$ cat src/rtl/aspc_pkg.sv
package aspc_pkg;
    // clock and link timing
    localparam int CLK_PERIOD_NS = 10;
    localparam int BIT_CLOCK_TIMEOUT_NS = 2000;
    localparam int BIT_CLOCK_TIMEOUT_CYC = BIT_CLOCK_TIMEOUT_NS / CLK_PERIOD_NS;

    // register offsets
    localparam logic [7:0] ADDR_ENABLE_DAISY = 8'h18;
    localparam logic [7:0] ADDR_LANE_CONFIG = 8'h19;
    localparam logic [7:0] ADDR_PRIMARY_FORMAT = 8'h1A;
    localparam logic [7:0] ADDR_PRIMARY_TRANSMIT = 8'h1B;
    localparam logic [7:0] ADDR_SECONDARY_FORMAT = 8'h30;
    localparam logic [7:0] ADDR_IRQ_STATUS = 8'h31;
    localparam logic [7:0] ADDR_IRQ_MASK = 8'h32;
    localparam logic [7:0] ADDR_PORT_STATUS = 8'h33;

    // reset values and the lane write mask
    localparam logic [7:0] RST_ENABLE_DAISY = 8'h40;
    localparam logic [7:0] RST_LANE_CONFIG = 8'h00;
    localparam logic [7:0] RST_PRIMARY_FORMAT = 8'h30;
    localparam logic [7:0] RST_PRIMARY_TRANSMIT = 8'h00;
    localparam logic [7:0] RST_SECONDARY_FORMAT = 8'h30;
    localparam logic [2:0] RST_IRQ_MASK = 3'h0;
    localparam logic [7:0] LANE_WRITE_MASK = 8'hFE;

    // field positions, enable and daisy register
    localparam int PRIMARY_DISABLE_BIT = 7;
    localparam int SECONDARY_DISABLE_BIT = 6;
    localparam int FOLLOW_PRIMARY_BIT = 5;
    localparam int DAISY_MODE_LSB = 3;
    localparam int DAISY_INPUT_LSB = 0;
    // field positions, lane register
    localparam int OUTPUT_LANE_LSB = 6;
    localparam int INPUT_LANE_LSB = 4;
    localparam int DAISY_DIRECTION_BIT = 3;
    // field positions, format register
    localparam int PROTOCOL_LSB = 6;
    localparam int SLOT_LENGTH_LSB = 4;
    localparam int FRAME_INVERT_BIT = 3;
    localparam int BIT_CLOCK_INVERT_BIT = 2;
    localparam int ERROR_DETECT_OFF_BIT = 1;
    localparam int NO_AUTORESUME_BIT = 0;
    // interrupt status bits
    localparam int IRQ_ERROR_SET_BIT = 0;
    localparam int IRQ_ERROR_CLEAR_BIT = 1;
    localparam int IRQ_RX_WORD_BIT = 2;

    // field codes
    localparam logic [1:0] PROTOCOL_TDM = 2'h0;
    localparam logic [1:0] PROTOCOL_I2S = 2'h1;
    localparam logic [1:0] PROTOCOL_LJ = 2'h2;
    localparam logic [1:0] DAISY_OFF = 2'h0;
    localparam logic [1:0] DAISY_PRIMARY = 2'h1;
    localparam logic [1:0] DAISY_SECONDARY = 2'h2;
    localparam logic [1:0] LANE_SPLIT = 2'h0;
    localparam logic [1:0] LANE_PRIMARY_TWO = 2'h1;
    localparam logic [1:0] LANE_SECONDARY_TWO = 2'h2;
    localparam logic [2:0] DAISY_IN_OFF = 3'h0;
    localparam logic [2:0] DAISY_IN_GENERAL_ONE = 3'h1;
    localparam logic [2:0] DAISY_IN_GENERAL_TWO = 3'h2;
    localparam logic [2:0] DAISY_IN_INPUT_ONE = 3'h3;
    localparam logic [2:0] DAISY_IN_DATA_IN = 3'h5;

    // primary port run state
    typedef enum logic [2:0] {
        RUN_ACTIVE = 3'b001,
        RUN_HALTED = 3'b010,
        RUN_LOCKED = 3'b100
    } aspc_run_t;
endpackage

$ cat src/rtl/aspc_err_mon.sv
`timescale 1ns/1ps
module aspc_err_mon (
    input wire logic clk,
    input wire logic sys_rst,
    input wire logic detectOn,
    input wire logic bitEdge,
    input wire logic frameStart,
    output logic busError,
    output logic goodFrame
);
    logic [15:0] idleCount;
    logic [9:0] bitCount;
    logic [9:0] lastLength;
    logic lengthKnown;
    logic frameSeen;
    logic idleTimeout;

    assign idleTimeout = idleCount >= 16'(aspc_pkg::BIT_CLOCK_TIMEOUT_CYC);

    // cycles since the last bit clock edge, saturating
    always_ff @(posedge clk) begin
        if (sys_rst || bitEdge || !detectOn) begin
            idleCount <= 16'h0000;
        end else if (!idleTimeout) begin
            idleCount <= idleCount + 16'h0001;
        end
    end

    // frame length in bit clocks, compared frame to frame
    // the first start only opens counting, so a cut first frame sets no length
    always_ff @(posedge clk) begin
        if (sys_rst || !detectOn) begin
            bitCount <= 10'h000;
            lastLength <= 10'h000;
            lengthKnown <= 1'b0;
            frameSeen <= 1'b0;
            goodFrame <= 1'b0;
        end else begin
            goodFrame <= 1'b0;
            if (frameStart) begin
                goodFrame <= lengthKnown && bitCount == lastLength;
                lastLength <= bitCount;
                lengthKnown <= frameSeen;
                frameSeen <= 1'b1;
                bitCount <= 10'h001;
            end else if (bitEdge && bitCount != 10'h3FF) begin
                bitCount <= bitCount + 10'h001;
            end
        end
    end

    // error on a stalled clock or a frame of changed length
    always_ff @(posedge clk) begin
        if (sys_rst || !detectOn) begin
            busError <= 1'b0;
        end else if (idleTimeout) begin
            busError <= 1'b1;
        end else if (frameStart && lengthKnown && bitCount != lastLength) begin
            busError <= 1'b1;
        end else if (goodFrame) begin
            busError <= 1'b0;
        end
    end
endmodule

$ cat src/rtl/aspc_sync.sv
`timescale 1ns/1ps
module aspc_sync #(
    parameter int WIDTH = 1
) (
    input wire logic clk,
    input wire logic sys_rst,
    input wire logic [WIDTH-1:0] asyncIn,
    output logic [WIDTH-1:0] syncOut
);
    logic [WIDTH-1:0] stageOne;

    // two flops per bit; only the second stage is ever read
    genvar i;
    generate
        for (i = 0; i < WIDTH; i++) begin : g_bit
            always_ff @(posedge clk) begin
                if (sys_rst) begin
                    stageOne[i] <= 1'b0;
                    syncOut[i] <= 1'b0;
                end else begin
                    stageOne[i] <= asyncIn[i];
                    syncOut[i] <= stageOne[i];
                end
            end
        end
    endgenerate
endmodule

$ cat src/rtl/aspc_top.sv
`timescale 1ns/1ps
module aspc_top (
    input wire logic clk,
    input wire logic sys_rst,
    input wire logic [7:0] regAddr,
    input wire logic [7:0] regWrData,
    input wire logic regWrite,
    input wire logic regRead,
    output logic [7:0] regRdData,
    input wire logic pinBitClock,
    input wire logic pinFrameSync,
    input wire logic pinDataIn,
    input wire logic pinGeneralOne,
    input wire logic pinGeneralTwo,
    input wire logic pinGeneralInputOne,
    output logic pinDataOut,
    output logic pinDataOutEnable,
    input wire logic [31:0] txWord,
    output logic txTake,
    output logic [31:0] rxWord,
    output logic rxValid,
    output logic primaryActive,
    output logic secondaryActive,
    output logic [1:0] secondaryProtocol,
    output logic [1:0] secondarySlotLength,
    output logic secondaryFrameInvert,
    output logic secondaryBitInvert,
    output logic primaryTwoOut,
    output logic secondaryTwoOut,
    output logic primaryTwoIn,
    output logic secondaryTwoIn,
    output logic daisyPrimary,
    output logic daisySecondary,
    output logic daisyThroughInput,
    output logic daisyData,
    output logic irq
);
    logic [7:0] enableDaisy;
    logic [7:0] laneConfig;
    logic [7:0] primaryFormat;
    logic [7:0] primaryTransmit;
    logic [7:0] secondaryFormat;
    logic [2:0] irqStatus;
    logic [2:0] irqMask;
    logic [2:0] irqEvent;
    aspc_pkg::aspc_run_t runState;
    aspc_pkg::aspc_run_t next_runState;

    logic [5:0] pinSync;
    logic bitClockS, frameSyncS, dataInS, generalOneS, generalTwoS, inputOneS;
    logic bitClockLast, frameLast;
    logic bitEff, frameEff, sampleEdge, driveEdge, frameStart;
    logic busError, goodFrame, busErrorLast, reconfigWrite;
    logic [1:0] protocol, daisyMode, outLanes, inLanes;
    logic [2:0] daisySelect;
    logic [5:0] slotBits;
    logic primaryEnabled, primaryRunning, detectOn, inFrame;
    logic [5:0] bitIndex;
    logic [31:0] rxShift;
    logic [31:0] txShift;

    // slot length code to bit count
    function automatic logic [5:0] slot_bits(input logic [1:0] code);
        case (code)
            2'h0: slot_bits = 6'h10;
            2'h1: slot_bits = 6'h14;
            2'h2: slot_bits = 6'h18;
            default: slot_bits = 6'h20;
        endcase
    endfunction

    // reserved two-bit codes act as the plain default
    function automatic logic [1:0] legal_code(input logic [1:0] code);
        legal_code = (code == 2'h3) ? 2'h0 : code;
    endfunction

    // pins come from the link's clock domain
    aspc_sync #(
        .WIDTH(6)
    ) u_pin_sync (
        .clk(clk),
        .sys_rst(sys_rst),
        .asyncIn({pinBitClock, pinFrameSync, pinDataIn, pinGeneralOne, pinGeneralTwo,
            pinGeneralInputOne}),
        .syncOut(pinSync)
    );
    assign {bitClockS, frameSyncS, dataInS, generalOneS, generalTwoS, inputOneS} = pinSync;

    // field decode
    assign protocol = legal_code(primaryFormat[aspc_pkg::PROTOCOL_LSB +: 2]);
    assign slotBits = slot_bits(primaryFormat[aspc_pkg::SLOT_LENGTH_LSB +: 2]);
    assign daisyMode = legal_code(enableDaisy[aspc_pkg::DAISY_MODE_LSB +: 2]);
    assign daisySelect = enableDaisy[aspc_pkg::DAISY_INPUT_LSB +: 3];
    assign outLanes = legal_code(laneConfig[aspc_pkg::OUTPUT_LANE_LSB +: 2]);
    assign inLanes = legal_code(laneConfig[aspc_pkg::INPUT_LANE_LSB +: 2]);

    // a chained secondary port removes the primary port
    assign primaryEnabled = !enableDaisy[aspc_pkg::PRIMARY_DISABLE_BIT]
        && daisyMode != aspc_pkg::DAISY_SECONDARY;
    assign primaryRunning = primaryEnabled && runState == aspc_pkg::RUN_ACTIVE;
    assign detectOn = primaryEnabled
        && !primaryFormat[aspc_pkg::ERROR_DETECT_OFF_BIT];

    // polarity applied before edge detection; I2S frames open on the low half
    assign bitEff = bitClockS ^ primaryFormat[aspc_pkg::BIT_CLOCK_INVERT_BIT];
    assign frameEff = frameSyncS ^ primaryFormat[aspc_pkg::FRAME_INVERT_BIT]
        ^ (protocol == aspc_pkg::PROTOCOL_I2S);
    assign sampleEdge = bitEff && !bitClockLast;
    assign driveEdge = !bitEff && bitClockLast;
    assign frameStart = sampleEdge && frameEff && !frameLast;

    // edge history on the effective link levels
    always_ff @(posedge clk) begin
        if (sys_rst) begin
            bitClockLast <= 1'b0;
            frameLast <= 1'b0;
        end else begin
            bitClockLast <= bitEff;
            if (sampleEdge) begin
                frameLast <= frameEff;
            end
        end
    end

    aspc_err_mon u_err_mon (
        .clk(clk),
        .sys_rst(sys_rst),
        .detectOn(detectOn),
        .bitEdge(sampleEdge),
        .frameStart(frameStart),
        .busError(busError),
        .goodFrame(goodFrame)
    );

    // any write to the primary setup counts as the host reconfiguring
    assign reconfigWrite = regWrite && (regAddr == aspc_pkg::ADDR_ENABLE_DAISY
        || regAddr == aspc_pkg::ADDR_PRIMARY_FORMAT
        || regAddr == aspc_pkg::ADDR_PRIMARY_TRANSMIT);

    // error recovery: halted ports come back by themselves, locked ones by the host
    always_comb begin
        next_runState = runState;
        case (runState)
            aspc_pkg::RUN_ACTIVE: begin
                if (busError) begin
                    next_runState = primaryFormat[aspc_pkg::NO_AUTORESUME_BIT]
                        ? aspc_pkg::RUN_LOCKED : aspc_pkg::RUN_HALTED;
                end
            end
            aspc_pkg::RUN_HALTED: begin
                if (!busError) begin
                    next_runState = aspc_pkg::RUN_ACTIVE;
                end
            end
            aspc_pkg::RUN_LOCKED: begin
                if (reconfigWrite) begin
                    next_runState = aspc_pkg::RUN_ACTIVE;
                end
            end
            default: next_runState = aspc_pkg::RUN_ACTIVE;
        endcase
    end

    always_ff @(posedge clk) begin
        if (sys_rst) begin
            runState <= aspc_pkg::RUN_ACTIVE;
        end else begin
            runState <= next_runState;
        end
    end

    // receive: I2S skips the bit at the frame edge for its one-bit delay
    always_ff @(posedge clk) begin
        if (sys_rst || !primaryRunning) begin
            inFrame <= 1'b0;
            bitIndex <= 6'h00;
            rxShift <= 32'h0000_0000;
            rxWord <= 32'h0000_0000;
            rxValid <= 1'b0;
        end else begin
            rxValid <= 1'b0;
            if (frameStart) begin
                inFrame <= 1'b1;
                if (protocol == aspc_pkg::PROTOCOL_I2S) begin
                    rxShift <= 32'h0000_0000;
                    bitIndex <= 6'h00;
                end else begin
                    rxShift <= {31'h0000_0000, dataInS};
                    bitIndex <= 6'h01;
                end
            end else if (sampleEdge && inFrame) begin
                if (bitIndex == slotBits - 6'h01) begin
                    rxWord <= {rxShift[30:0], dataInS};
                    rxValid <= 1'b1;
                    rxShift <= 32'h0000_0000;
                    bitIndex <= 6'h00;
                end else begin
                    rxShift <= {rxShift[30:0], dataInS};
                    bitIndex <= bitIndex + 6'h01;
                end
            end
        end
    end

    // transmit: next word fetched at each slot start, msb first on the drive edge
    always_ff @(posedge clk) begin
        if (sys_rst || !primaryRunning) begin
            txShift <= 32'h0000_0000;
            txTake <= 1'b0;
            pinDataOut <= 1'b0;
        end else begin
            txTake <= 1'b0;
            if (sampleEdge && (frameStart || (inFrame && bitIndex == 6'h00))) begin
                txShift <= txWord << (6'h20 - slotBits);
                txTake <= 1'b1;
            end else if (driveEdge && inFrame) begin
                pinDataOut <= txShift[31];
                txShift <= {txShift[30:0], 1'b0};
            end
        end
    end

    // decoded setup for the lanes, the daisy chain and the secondary port
    always_ff @(posedge clk) begin
        if (sys_rst) begin
            pinDataOutEnable <= 1'b0;
            primaryActive <= 1'b0;
            secondaryActive <= 1'b0;
            secondaryProtocol <= 2'h0;
            secondarySlotLength <= 2'h0;
            secondaryFrameInvert <= 1'b0;
            secondaryBitInvert <= 1'b0;
            primaryTwoOut <= 1'b0;
            secondaryTwoOut <= 1'b0;
            primaryTwoIn <= 1'b0;
            secondaryTwoIn <= 1'b0;
            daisyPrimary <= 1'b0;
            daisySecondary <= 1'b0;
            daisyThroughInput <= 1'b0;
            daisyData <= 1'b0;
        end else begin
            pinDataOutEnable <= primaryRunning;
            primaryActive <= primaryRunning;
            // a ganged secondary port also shares the primary's error halt
            secondaryActive <= !enableDaisy[aspc_pkg::SECONDARY_DISABLE_BIT]
                && daisyMode != aspc_pkg::DAISY_PRIMARY
                && !(enableDaisy[aspc_pkg::FOLLOW_PRIMARY_BIT] && !primaryRunning);
            if (enableDaisy[aspc_pkg::FOLLOW_PRIMARY_BIT]) begin
                secondaryProtocol <= protocol;
                secondarySlotLength <= primaryFormat[aspc_pkg::SLOT_LENGTH_LSB +: 2];
                secondaryFrameInvert <= primaryFormat[aspc_pkg::FRAME_INVERT_BIT];
                secondaryBitInvert <= primaryFormat[aspc_pkg::BIT_CLOCK_INVERT_BIT];
            end else begin
                secondaryProtocol <= legal_code(secondaryFormat[aspc_pkg::PROTOCOL_LSB +: 2]);
                secondarySlotLength <= secondaryFormat[aspc_pkg::SLOT_LENGTH_LSB +: 2];
                secondaryFrameInvert <= secondaryFormat[aspc_pkg::FRAME_INVERT_BIT];
                secondaryBitInvert <= secondaryFormat[aspc_pkg::BIT_CLOCK_INVERT_BIT];
            end
            primaryTwoOut <= outLanes == aspc_pkg::LANE_PRIMARY_TWO;
            secondaryTwoOut <= outLanes == aspc_pkg::LANE_SECONDARY_TWO;
            primaryTwoIn <= inLanes == aspc_pkg::LANE_PRIMARY_TWO;
            secondaryTwoIn <= inLanes == aspc_pkg::LANE_SECONDARY_TWO;
            daisyPrimary <= daisyMode == aspc_pkg::DAISY_PRIMARY;
            daisySecondary <= daisyMode == aspc_pkg::DAISY_SECONDARY;
            daisyThroughInput <= laneConfig[aspc_pkg::DAISY_DIRECTION_BIT];
            // reserved input codes give a quiet low level
            case (daisySelect)
                aspc_pkg::DAISY_IN_GENERAL_ONE: daisyData <= generalOneS;
                aspc_pkg::DAISY_IN_GENERAL_TWO: daisyData <= generalTwoS;
                aspc_pkg::DAISY_IN_INPUT_ONE: daisyData <= inputOneS;
                aspc_pkg::DAISY_IN_DATA_IN: daisyData <= dataInS;
                default: daisyData <= 1'b0;
            endcase
        end
    end

    // configuration registers; reserved lane bit zero is read-only
    always_ff @(posedge clk) begin
        if (sys_rst) begin
            enableDaisy <= aspc_pkg::RST_ENABLE_DAISY;
            laneConfig <= aspc_pkg::RST_LANE_CONFIG;
            primaryFormat <= aspc_pkg::RST_PRIMARY_FORMAT;
            primaryTransmit <= aspc_pkg::RST_PRIMARY_TRANSMIT;
            secondaryFormat <= aspc_pkg::RST_SECONDARY_FORMAT;
            irqMask <= aspc_pkg::RST_IRQ_MASK;
        end else if (regWrite) begin
            case (regAddr)
                aspc_pkg::ADDR_ENABLE_DAISY: enableDaisy <= regWrData;
                aspc_pkg::ADDR_LANE_CONFIG: laneConfig <= regWrData & aspc_pkg::LANE_WRITE_MASK;
                aspc_pkg::ADDR_PRIMARY_FORMAT: primaryFormat <= regWrData;
                aspc_pkg::ADDR_PRIMARY_TRANSMIT: primaryTransmit <= regWrData;
                aspc_pkg::ADDR_SECONDARY_FORMAT: secondaryFormat <= regWrData;
                aspc_pkg::ADDR_IRQ_MASK: irqMask <= regWrData[2:0];
                default: irqMask <= irqMask;
            endcase
        end
    end

    // interrupt events; a new event beats a same-cycle write-one clear
    assign irqEvent = {rxValid, busErrorLast && !busError, busError && !busErrorLast};

    always_ff @(posedge clk) begin
        if (sys_rst) begin
            busErrorLast <= 1'b0;
            irqStatus <= 3'h0;
            irq <= 1'b0;
        end else begin
            busErrorLast <= busError;
            if (regWrite && regAddr == aspc_pkg::ADDR_IRQ_STATUS) begin
                irqStatus <= (irqStatus & ~regWrData[2:0]) | irqEvent;
            end else begin
                irqStatus <= irqStatus | irqEvent;
            end
            irq <= |(irqStatus & irqMask);
        end
    end

    // read data stands in the cycle after the strobe; unmapped reads give zero
    always_ff @(posedge clk) begin
        if (sys_rst) begin
            regRdData <= 8'h00;
        end else if (regRead) begin
            case (regAddr)
                aspc_pkg::ADDR_ENABLE_DAISY: regRdData <= enableDaisy;
                aspc_pkg::ADDR_LANE_CONFIG: regRdData <= laneConfig;
                aspc_pkg::ADDR_PRIMARY_FORMAT: regRdData <= primaryFormat;
                aspc_pkg::ADDR_PRIMARY_TRANSMIT: regRdData <= primaryTransmit;
                aspc_pkg::ADDR_SECONDARY_FORMAT: regRdData <= secondaryFormat;
                aspc_pkg::ADDR_IRQ_STATUS: regRdData <= {5'h00, irqStatus};
                aspc_pkg::ADDR_IRQ_MASK: regRdData <= {5'h00, irqMask};
                aspc_pkg::ADDR_PORT_STATUS: regRdData <= {5'h00, busError, primaryRunning,
                    runState == aspc_pkg::RUN_LOCKED};
                default: regRdData <= 8'h00;
            endcase
        end else begin
            regRdData <= 8'h00;
        end
    end
endmodule

$ cat config.mk
export PLATFORM = sky130hd
export DESIGN_NAME = aspc_top
export DESIGN_NICKNAME = d
export VERILOG_FILES = /design/src/rtl/aspc_pkg.sv /design/src/rtl/aspc_err_mon.sv /design/src/rtl/aspc_sync.sv /design/src/rtl/aspc_top.sv
export SDC_FILE = /design/constraint.sdc
export NUM_CORES = 1
export LEC_CHECK = 0
export BUFFER_PORTS_ARGS = -buffer_cell sky130_fd_sc_hd__buf_4
export CORE_MARGIN = 5
export CORE_UTILIZATION = 35
export DETAILED_ROUTE_END_ITERATION = 10
export PLACE_DENSITY = 0.55
export SLEW_MARGIN = 20
export SYNTH_ARGS = -nofsm -noshare
export SYNTH_HDL_FRONTEND = slang
export SYNTH_SLANG_ARGS = --single-unit
$ cat constraint.sdc
create_clock -name clk -period 2.4 [get_ports clk]
set_input_delay 0.36 -clock clk [delete_from_list [all_inputs] [get_ports clk]]
set_output_delay 0.36 -clock clk [all_outputs]
set_load 0.02 [all_outputs]
* Word level (Yosys, flattened, before mapping)
Cells that the tools add are included.
** Operators by class
- Add/subtract/negate cells :: 5
- Multiply operators :: 0
- Div/mod/pow operators :: 0
- Order comparisons :: 1
- Eq/ne operators :: 38
- Shift-type cells :: 1
- Muxes and demuxes :: 35
- Bitwise operators :: 12
- Reduce and logical (&&, ||, !) cells :: 60
** Operators by type and width (count)
- $mux W31 :: 3
- $mux W32 :: 2
- $pmux W8 S8 :: 1
- $eq A8 B5 Y1 const B :: 4
- $eq A8 B6 Y1 const B :: 4
- $shl A32 B6 Y32 :: 1
- $logic_and A1 B1 Y1 :: 22
- $eq A2 B2 Y1 const B :: 9
- $mux W6 :: 3
- $pmux W6 S3 :: 1
- $add A16 B1 Y16 const B :: 1
- $ge A16 B8 Y1 const B :: 1
- $mux W3 :: 5
- $mux W2 :: 7
- $reduce_and A2 Y1 :: 7
- $logic_not A1 Y1 :: 11
- $mux W1 :: 11
- $add A10 B1 Y10 const B :: 1
- $eq A10 B10 Y1 :: 1
- $eq A2 B1 Y1 const B :: 5
- $ne A10 B10 Y1 :: 1
- $ne A10 B10 Y1 const B :: 1
- $eq A3 B2 Y1 const B :: 3
- $pmux W3 S3 :: 1
- other kinds (22) :: 46
** Storage, ports and cells
- Bits in registers :: 233
- Latch bits :: 0
- Bits in writable memories :: 0
- Bits in read-only memories :: 0
- Word-level logic and storage cells :: 207
- Memories kept :: 0

* Logic depth before layout (Yosys ltp)
- Depth after elaboration :: 10
- Mapped depth :: 9

* Modules after synthesis
Synthesis repeated with hierarchy kept, for this count alone.
** Unflattened totals
- Cells, all modules :: 1103
- Area total of the unflattened synthesis :: 10244.8 um2
** By module, submodules not included
- aspc_top :: times used 1, cells an instance 900, area an instance 8137.8 um2, sequential area each 3623.5 um2
- aspc_err_mon :: times used 1, cells an instance 178, area an instance 1740.4 um2, sequential area each 800.8 um2
- aspc_sync :: times used 1, cells an instance 25, area an instance 366.6 um2, sequential area each 240.2 um2

* Worst setup path after synthesis
OpenSTA, ideal clock, no wires.
- Kind :: flip-flop to flip-flop
- Start point :: register primaryFormat[4]
- End point :: register txShift[18]
- Library setup time :: 0.130 ns
- Data arrival time :: 2.093 ns
- Setup slack :: 0.177 ns
- Cell stages (with the launch flop) :: 8
- Cell sequence :: dfxtp_1 inv_1 ha_1 clkbuf_1 buf_2 mux2_2 a222oi_1 o211ai_1
** On the way
- Longest elaborated chain between the ends :: 5
- Elaborated cells between the ends (all ways) :: 7
** Ends and longest elaborated chain
- from (decl) :: line aspc_top.sv:40 : logic [7:0] primaryFormat;
- from (signal assigned) :: line aspc_top.sv:282 : primaryFormat <= aspc_pkg::RST_PRIMARY_FORMAT;
- from (signal assigned) :: line aspc_top.sv:290 : aspc_pkg::ADDR_PRIMARY_FORMAT: primaryFormat <= regWrData;
- $eq A2 B2 Y1, or another cell as far along :: line aspc_top.sv:64 : case (code)
- $pmux W6 S3 (*) :: line aspc_top.sv:64
- $sub A6 B6 Y6 (*) :: line aspc_top.sv:214 : txShift <= txWord << (6'h20 - slotBits);
- $shl A32 B6 Y32 (*) :: line aspc_top.sv:214
- $mux W32 (*) :: line aspc_top.sv:213 : if (sampleEdge && (frameStart || (inFrame && bitIndex == 6'h00))) begin
- to (signal assigned) :: line aspc_top.sv:214
- to (signal assigned) :: line aspc_top.sv:218 : txShift <= {txShift[30:0], 1'b0};
- to (decl) :: line aspc_top.sv:60 : logic [31:0] txShift;
Mark *: on every way between the ends. The rest lies on a longest branch, timed or not.
A chain may end at the register's enable or synchronous reset.

* Final worst setup path
- Start point :: register bitIndex[0]
- End point :: register txShift[12]
** On the way
- Longest elaborated chain between the ends :: 5
- Elaborated cells between the ends (all ways) :: 6
** Ends and longest elaborated chain
- from (decl) :: line aspc_top.sv:58 : logic [5:0] bitIndex;
- from (signal assigned) :: line aspc_top.sv:199 : bitIndex <= bitIndex + 6'h01;
- $logic_not A6 Y1 (*) :: line aspc_top.sv:213
- $logic_and A1 B1 Y1 (*) :: line aspc_top.sv:213
- $logic_or A1 B1 Y1 (*) :: line aspc_top.sv:213
- $logic_and A1 B1 Y1 (*) :: line aspc_top.sv:213
- $mux W32 / $reduce_bool A2 Y1 (equally long branches)
Marks and branches as above.

==> impl_metrics.csv <==
group,metric,value,unit
setup_path,critical_path.most_common_cell,"sky130_fd_sc_hd__buf_4",
synth,synth_compound_area_frac,0.1417,
route,vias_per_cell,5.213,
synth,yosys_warnings,0,
clocking,numCtsBuffers,26,
sta,finalClockSkew,14.94,ps
grt,first_global_vias,8452,
cells_and_area,fraction_of_layout_instances_using_a_drive_strength_above_1,0.2086,
setup_path,worstReg2RegEnd,"txShift[12]",
sta,fmax_achieved,0.4487,GHz
grt,grt_start_max_net_pins,76,
sta,setup-tns-final,0,ps
synth,postSynthRegisterBits,233,
synth,synth.mux.area_fraction,0.09486,
grt,grt_usage,0.1595,
clocking,cts_sinks,233,
clocking,clk_transition_reported_paths,60,ps
power_and_ir_drop,pwr_density_cell,664.4,nW/um2
setup_path,timing.critical_path.max_delay_family,"simple AND/OR/NAND/NOR gates",
clocking,cts-root-buf,"sky130_fd_sc_hd__clkbuf_16",
placement,dp.final_hpwl,18830,um
synth,simple_gate_portion_of_the_synthesized_area,0.2207,
setup_path,critical_path.slowest_cell,"sky130_fd_sc_hd__or4b_4",
sta,setup_repair_after_global_routing_missed_its_margin,"no",
sta,final_hold_viol_count,0,
synth,post_synth_fa_ha_maj_area_fraction,0.01221,
floorplan,floorplan.rows,62,
clocking,tritoncts_clock_tree,"yes",
clocking,worstSkewPairLatency,540,ps
route,wl_per_cell,16.35,um
setup_path,timing.critical_path.slowest_cell_delay,460,ps
setup_path,start_kind,"flip-flop",
synth,post_synth_xor_area_fraction,0.02954,
cells_and_area,synthToLayoutAreaGrowth,23.11,%
floorplan,die-width,181.1,um
synth,portion_of_the_post_synthesis_area_used_by_sequential_elements,0.4551,
grt,antenna_found_initial,0,
setup_path,r2r-start,"bitIndex[0]",
sta,finalCritPeriodShare,0.9286,
setup_path,critical_path.cell_chain,"inv_1 -> ha_1 -> or4b_4 -> nor3b_4 -> buf_4 -> o31a_2 -> buf_4 -> nand2_1 -> o211ai_1",
floorplan,initial_core_util,0.3561,
setup_path,critPathCaptureType,"flip-flop",
worst_hold_path,min-delay-path-class,"primary input to flip-flop",
cells_and_area,final_util,0.4384,
route,antenna_left,0,
floorplan,floorplan.io_pins,119,
sta,report.final.setup_viol,0,
sta,fin_ws,171.3,ps
setup_path,worst_path_class_setup,"flip-flop to flip-flop",
setup_path,reg2reg_depth,9,
route,wirelength_met1,12040,um
sta,final_critical_path_required_period,2229,ps
sta,timing_max_transition_violations_final,0,
cells_and_area,finalNonFillerCells,1659,
synth,ys.flop_type,"sky130_fd_sc_hd__dfxtp_1",
route,detailroute.wirelength.met2,13120,um
sta,worst_slew_margin_relative_to_its_limit,0.4910,
synth,yosys.area.top_type_share,0.4551,
cells_and_area,multi_input_area,5160,um2
floorplan,die_h,181.1,um
cells_and_area,num-nets-final,1323,
worst_hold_path,worst_hold_startpoint,"pinGeneralOne",
synth,post_synth_inst_count,1134,
floorplan,die-area,32800,um2
cells_and_area,post_route_cell_area,12620,um2
floorplan,core-area,28780,um2
synth,syn-mean-instance-area,9.038,um2
synth,post-synth-top-count-cell,"sky130_fd_sc_hd__dfxtp_1",
setup_path,required_time_of_the_worst_setup_path,2850,ps
grt,grt_first_pass_wirelength,44480,um
run_status,run_status,"completed",
clocking,htree_num_levels,1,
route,met3_length,1177,um
placement,dpl_worst_slack,152.9,ps
synth,synth_enable_flop_cells,0,
cells_and_area,nFillCells,2854,
setup_path,critical_path.max_fanout,11,
synth,synthTopCellsByArea,"sky130_fd_sc_hd__dfxtp_1 (46%), sky130_fd_sc_hd__mux2i_1 (5.9%), sky130_fd_sc_hd__nand2_1 (5.3%)",
route,vias,8649,
route,drtPass1Iterations,6,
worst_hold_path,worst_hold_path_depth,2,
synth,synth_top_family_by_area,"simple AND/OR/NAND/NOR gates",
clocking,hold_buffer_count_at_cts,0,
cells_and_area,diodes,0,
route,wl,27120,um
grt,globalRouteOverflowTotal,0,
placement,detailed_place.area,11730,um2
setup_path,worstPathBufferInverterCount,3,
synth,commonest_cells_in_the_netlist,"sky130_fd_sc_hd__dfxtp_1 (233), sky130_fd_sc_hd__nand2_1 (146), sky130_fd_sc_hd__nor2_1 (140)",
sta,tightestPinTransition,763.6,ps
synth,synth.lib_cells_used.distinct,78,
cells_and_area,sequential_cell_area,4667,um2
route,detailedRoute.firstIterationViolations,495,
route,top_signal_layer_used,"met4",
setup_path,timing.critical_path.arrival,2680,ps
power_and_ir_drop,max-vdd-ir-drop,0.5080,mV
run,cap_violations,0,
synth,async_flop_share,0,
clocking,cts.path.max_buffers,3,
route,drc,0,
synth,synth.largest_area_cell,"sky130_fd_sc_hd__dfxtp_1",
setup_path,reg2reg_setup_slack,170,ps
synth,postSynthNetCount,1202,
worst_hold_path,hold_path_sink,"u_pin_sync.stageOne[2]",
synth,post_synth_instance_area,10250,um2
placement,gpl.final_weighted_congestion,0.8720,
placement,placed_cells,1611,
placement,placement.io_buffers,118,
power_and_ir_drop,p_leak,0.005033,uW
per-layer routing:
metal / vias to the layer above / track usage
met3: 56 / 0.02695
met5: - / 0
met2: 211 / 0.2671
met4: 0 / 0.04773
met1: 4109 / 0.2118
li1: 4273 / -
registers in the layout, indices dropped and copies added (netlist names), 2 cells and up:
name                  flops
enableDaisy               8
irqMask                   3
rxWord                   32
u_err_mon.bitCount       10
u_pin_sync.stageOne       6
runState                  3
secondaryProtocol         2
regRdData                 8
bitIndex                  6
u_pin_sync.syncOut        6
primaryTransmit           8
secondaryFormat           8
laneConfig                7
secondarySlotLength       2
txShift                  32
u_err_mon.idleCount      16
rxShift                  31
primaryFormat             8
irqStatus                 3
u_err_mon.lastLength     10
worst max path at each step:
stage                      from           to  slack [ps]  cells past startpoint
6_report            bitIndex[0]  txShift[12]         170                      9
3_3_place_gp   primaryFormat[4]    rxWord[6]         210                      9
4_1_cts        primaryFormat[4]  bitIndex[3]         110                      8
3_5_place_dp   primaryFormat[5]  txShift[28]         150                      9
5_1_grt             bitIndex[0]  txShift[12]           4                      9
2_1_floorplan  primaryFormat[4]  txShift[18]         180                      7
placed cells by master, fill, tap and decap left out, types with 13 or more instances in the layout:
master,netlist,routed
sky130_fd_sc_hd__nor2b_1,25,25
sky130_fd_sc_hd__a32oi_1,34,34
sky130_fd_sc_hd__o21ai_0,13,13
sky130_fd_sc_hd__dfxtp_1,233,231
sky130_fd_sc_hd__nand3_1,41,41
sky130_fd_sc_hd__mux2_2,15,15
sky130_fd_sc_hd__clkbuf_16,0,26
sky130_fd_sc_hd__a21oi_1,63,63
sky130_fd_sc_hd__a31oi_1,21,21
sky130_fd_sc_hd__mux2i_1,60,60
sky130_fd_sc_hd__xor2_1,22,22
sky130_fd_sc_hd__nor3_1,14,14
sky130_fd_sc_hd__inv_1,15,15
sky130_fd_sc_hd__buf_4,8,169
sky130_fd_sc_hd__nor2_1,140,140
sky130_fd_sc_hd__and2_1,13,13
sky130_fd_sc_hd__nand4_1,21,21
sky130_fd_sc_hd__nand2_1,146,146
logic make-up after synthesis:
logic type / count (synthesis)
compound gates: 208
fa+ha+maj: 10
mux: 84
xor+xnor: 32
flops: 233
simple gates: 470
buf+inv: 97
power breakdown:
part / switching [uW] / internal [uW] / total (uW)
Sequential: 18.2 / 3890 / 3910
Clock: 1630 / 2440 / 4070
Combinational: 231 / 171 / 401
what timing repair did:
| action | 4_1_cts | 5_1_grt |
|---|---|---|
| resized for setup | 0 | 3 |
| setup endpoints to repair | 0 | 60 |
| setup buffers | 0 | 0 |
layout make-up:
type                       instances  share of cell area
sequential                       233              0.3699
timing repair buffer             174              0.1085
clock inverter                    13             0.01240
inverter                          16            0.004760
multi-input combinational        804              0.4090
tap                              384             0.03808
clock buffer                      35             0.05742
stage by stage:
stage          hold WS (ps)  power (uW)
5_1_grt               16.87        8685
2_1_floorplan         413.8        4214
3_3_place_gp          419.1        4400
4_1_cts               4.495        8513
6_report              32.98        8383
3_5_place_dp          425.8        4401
Note: power is estimated with default switching activity, not from simulation.
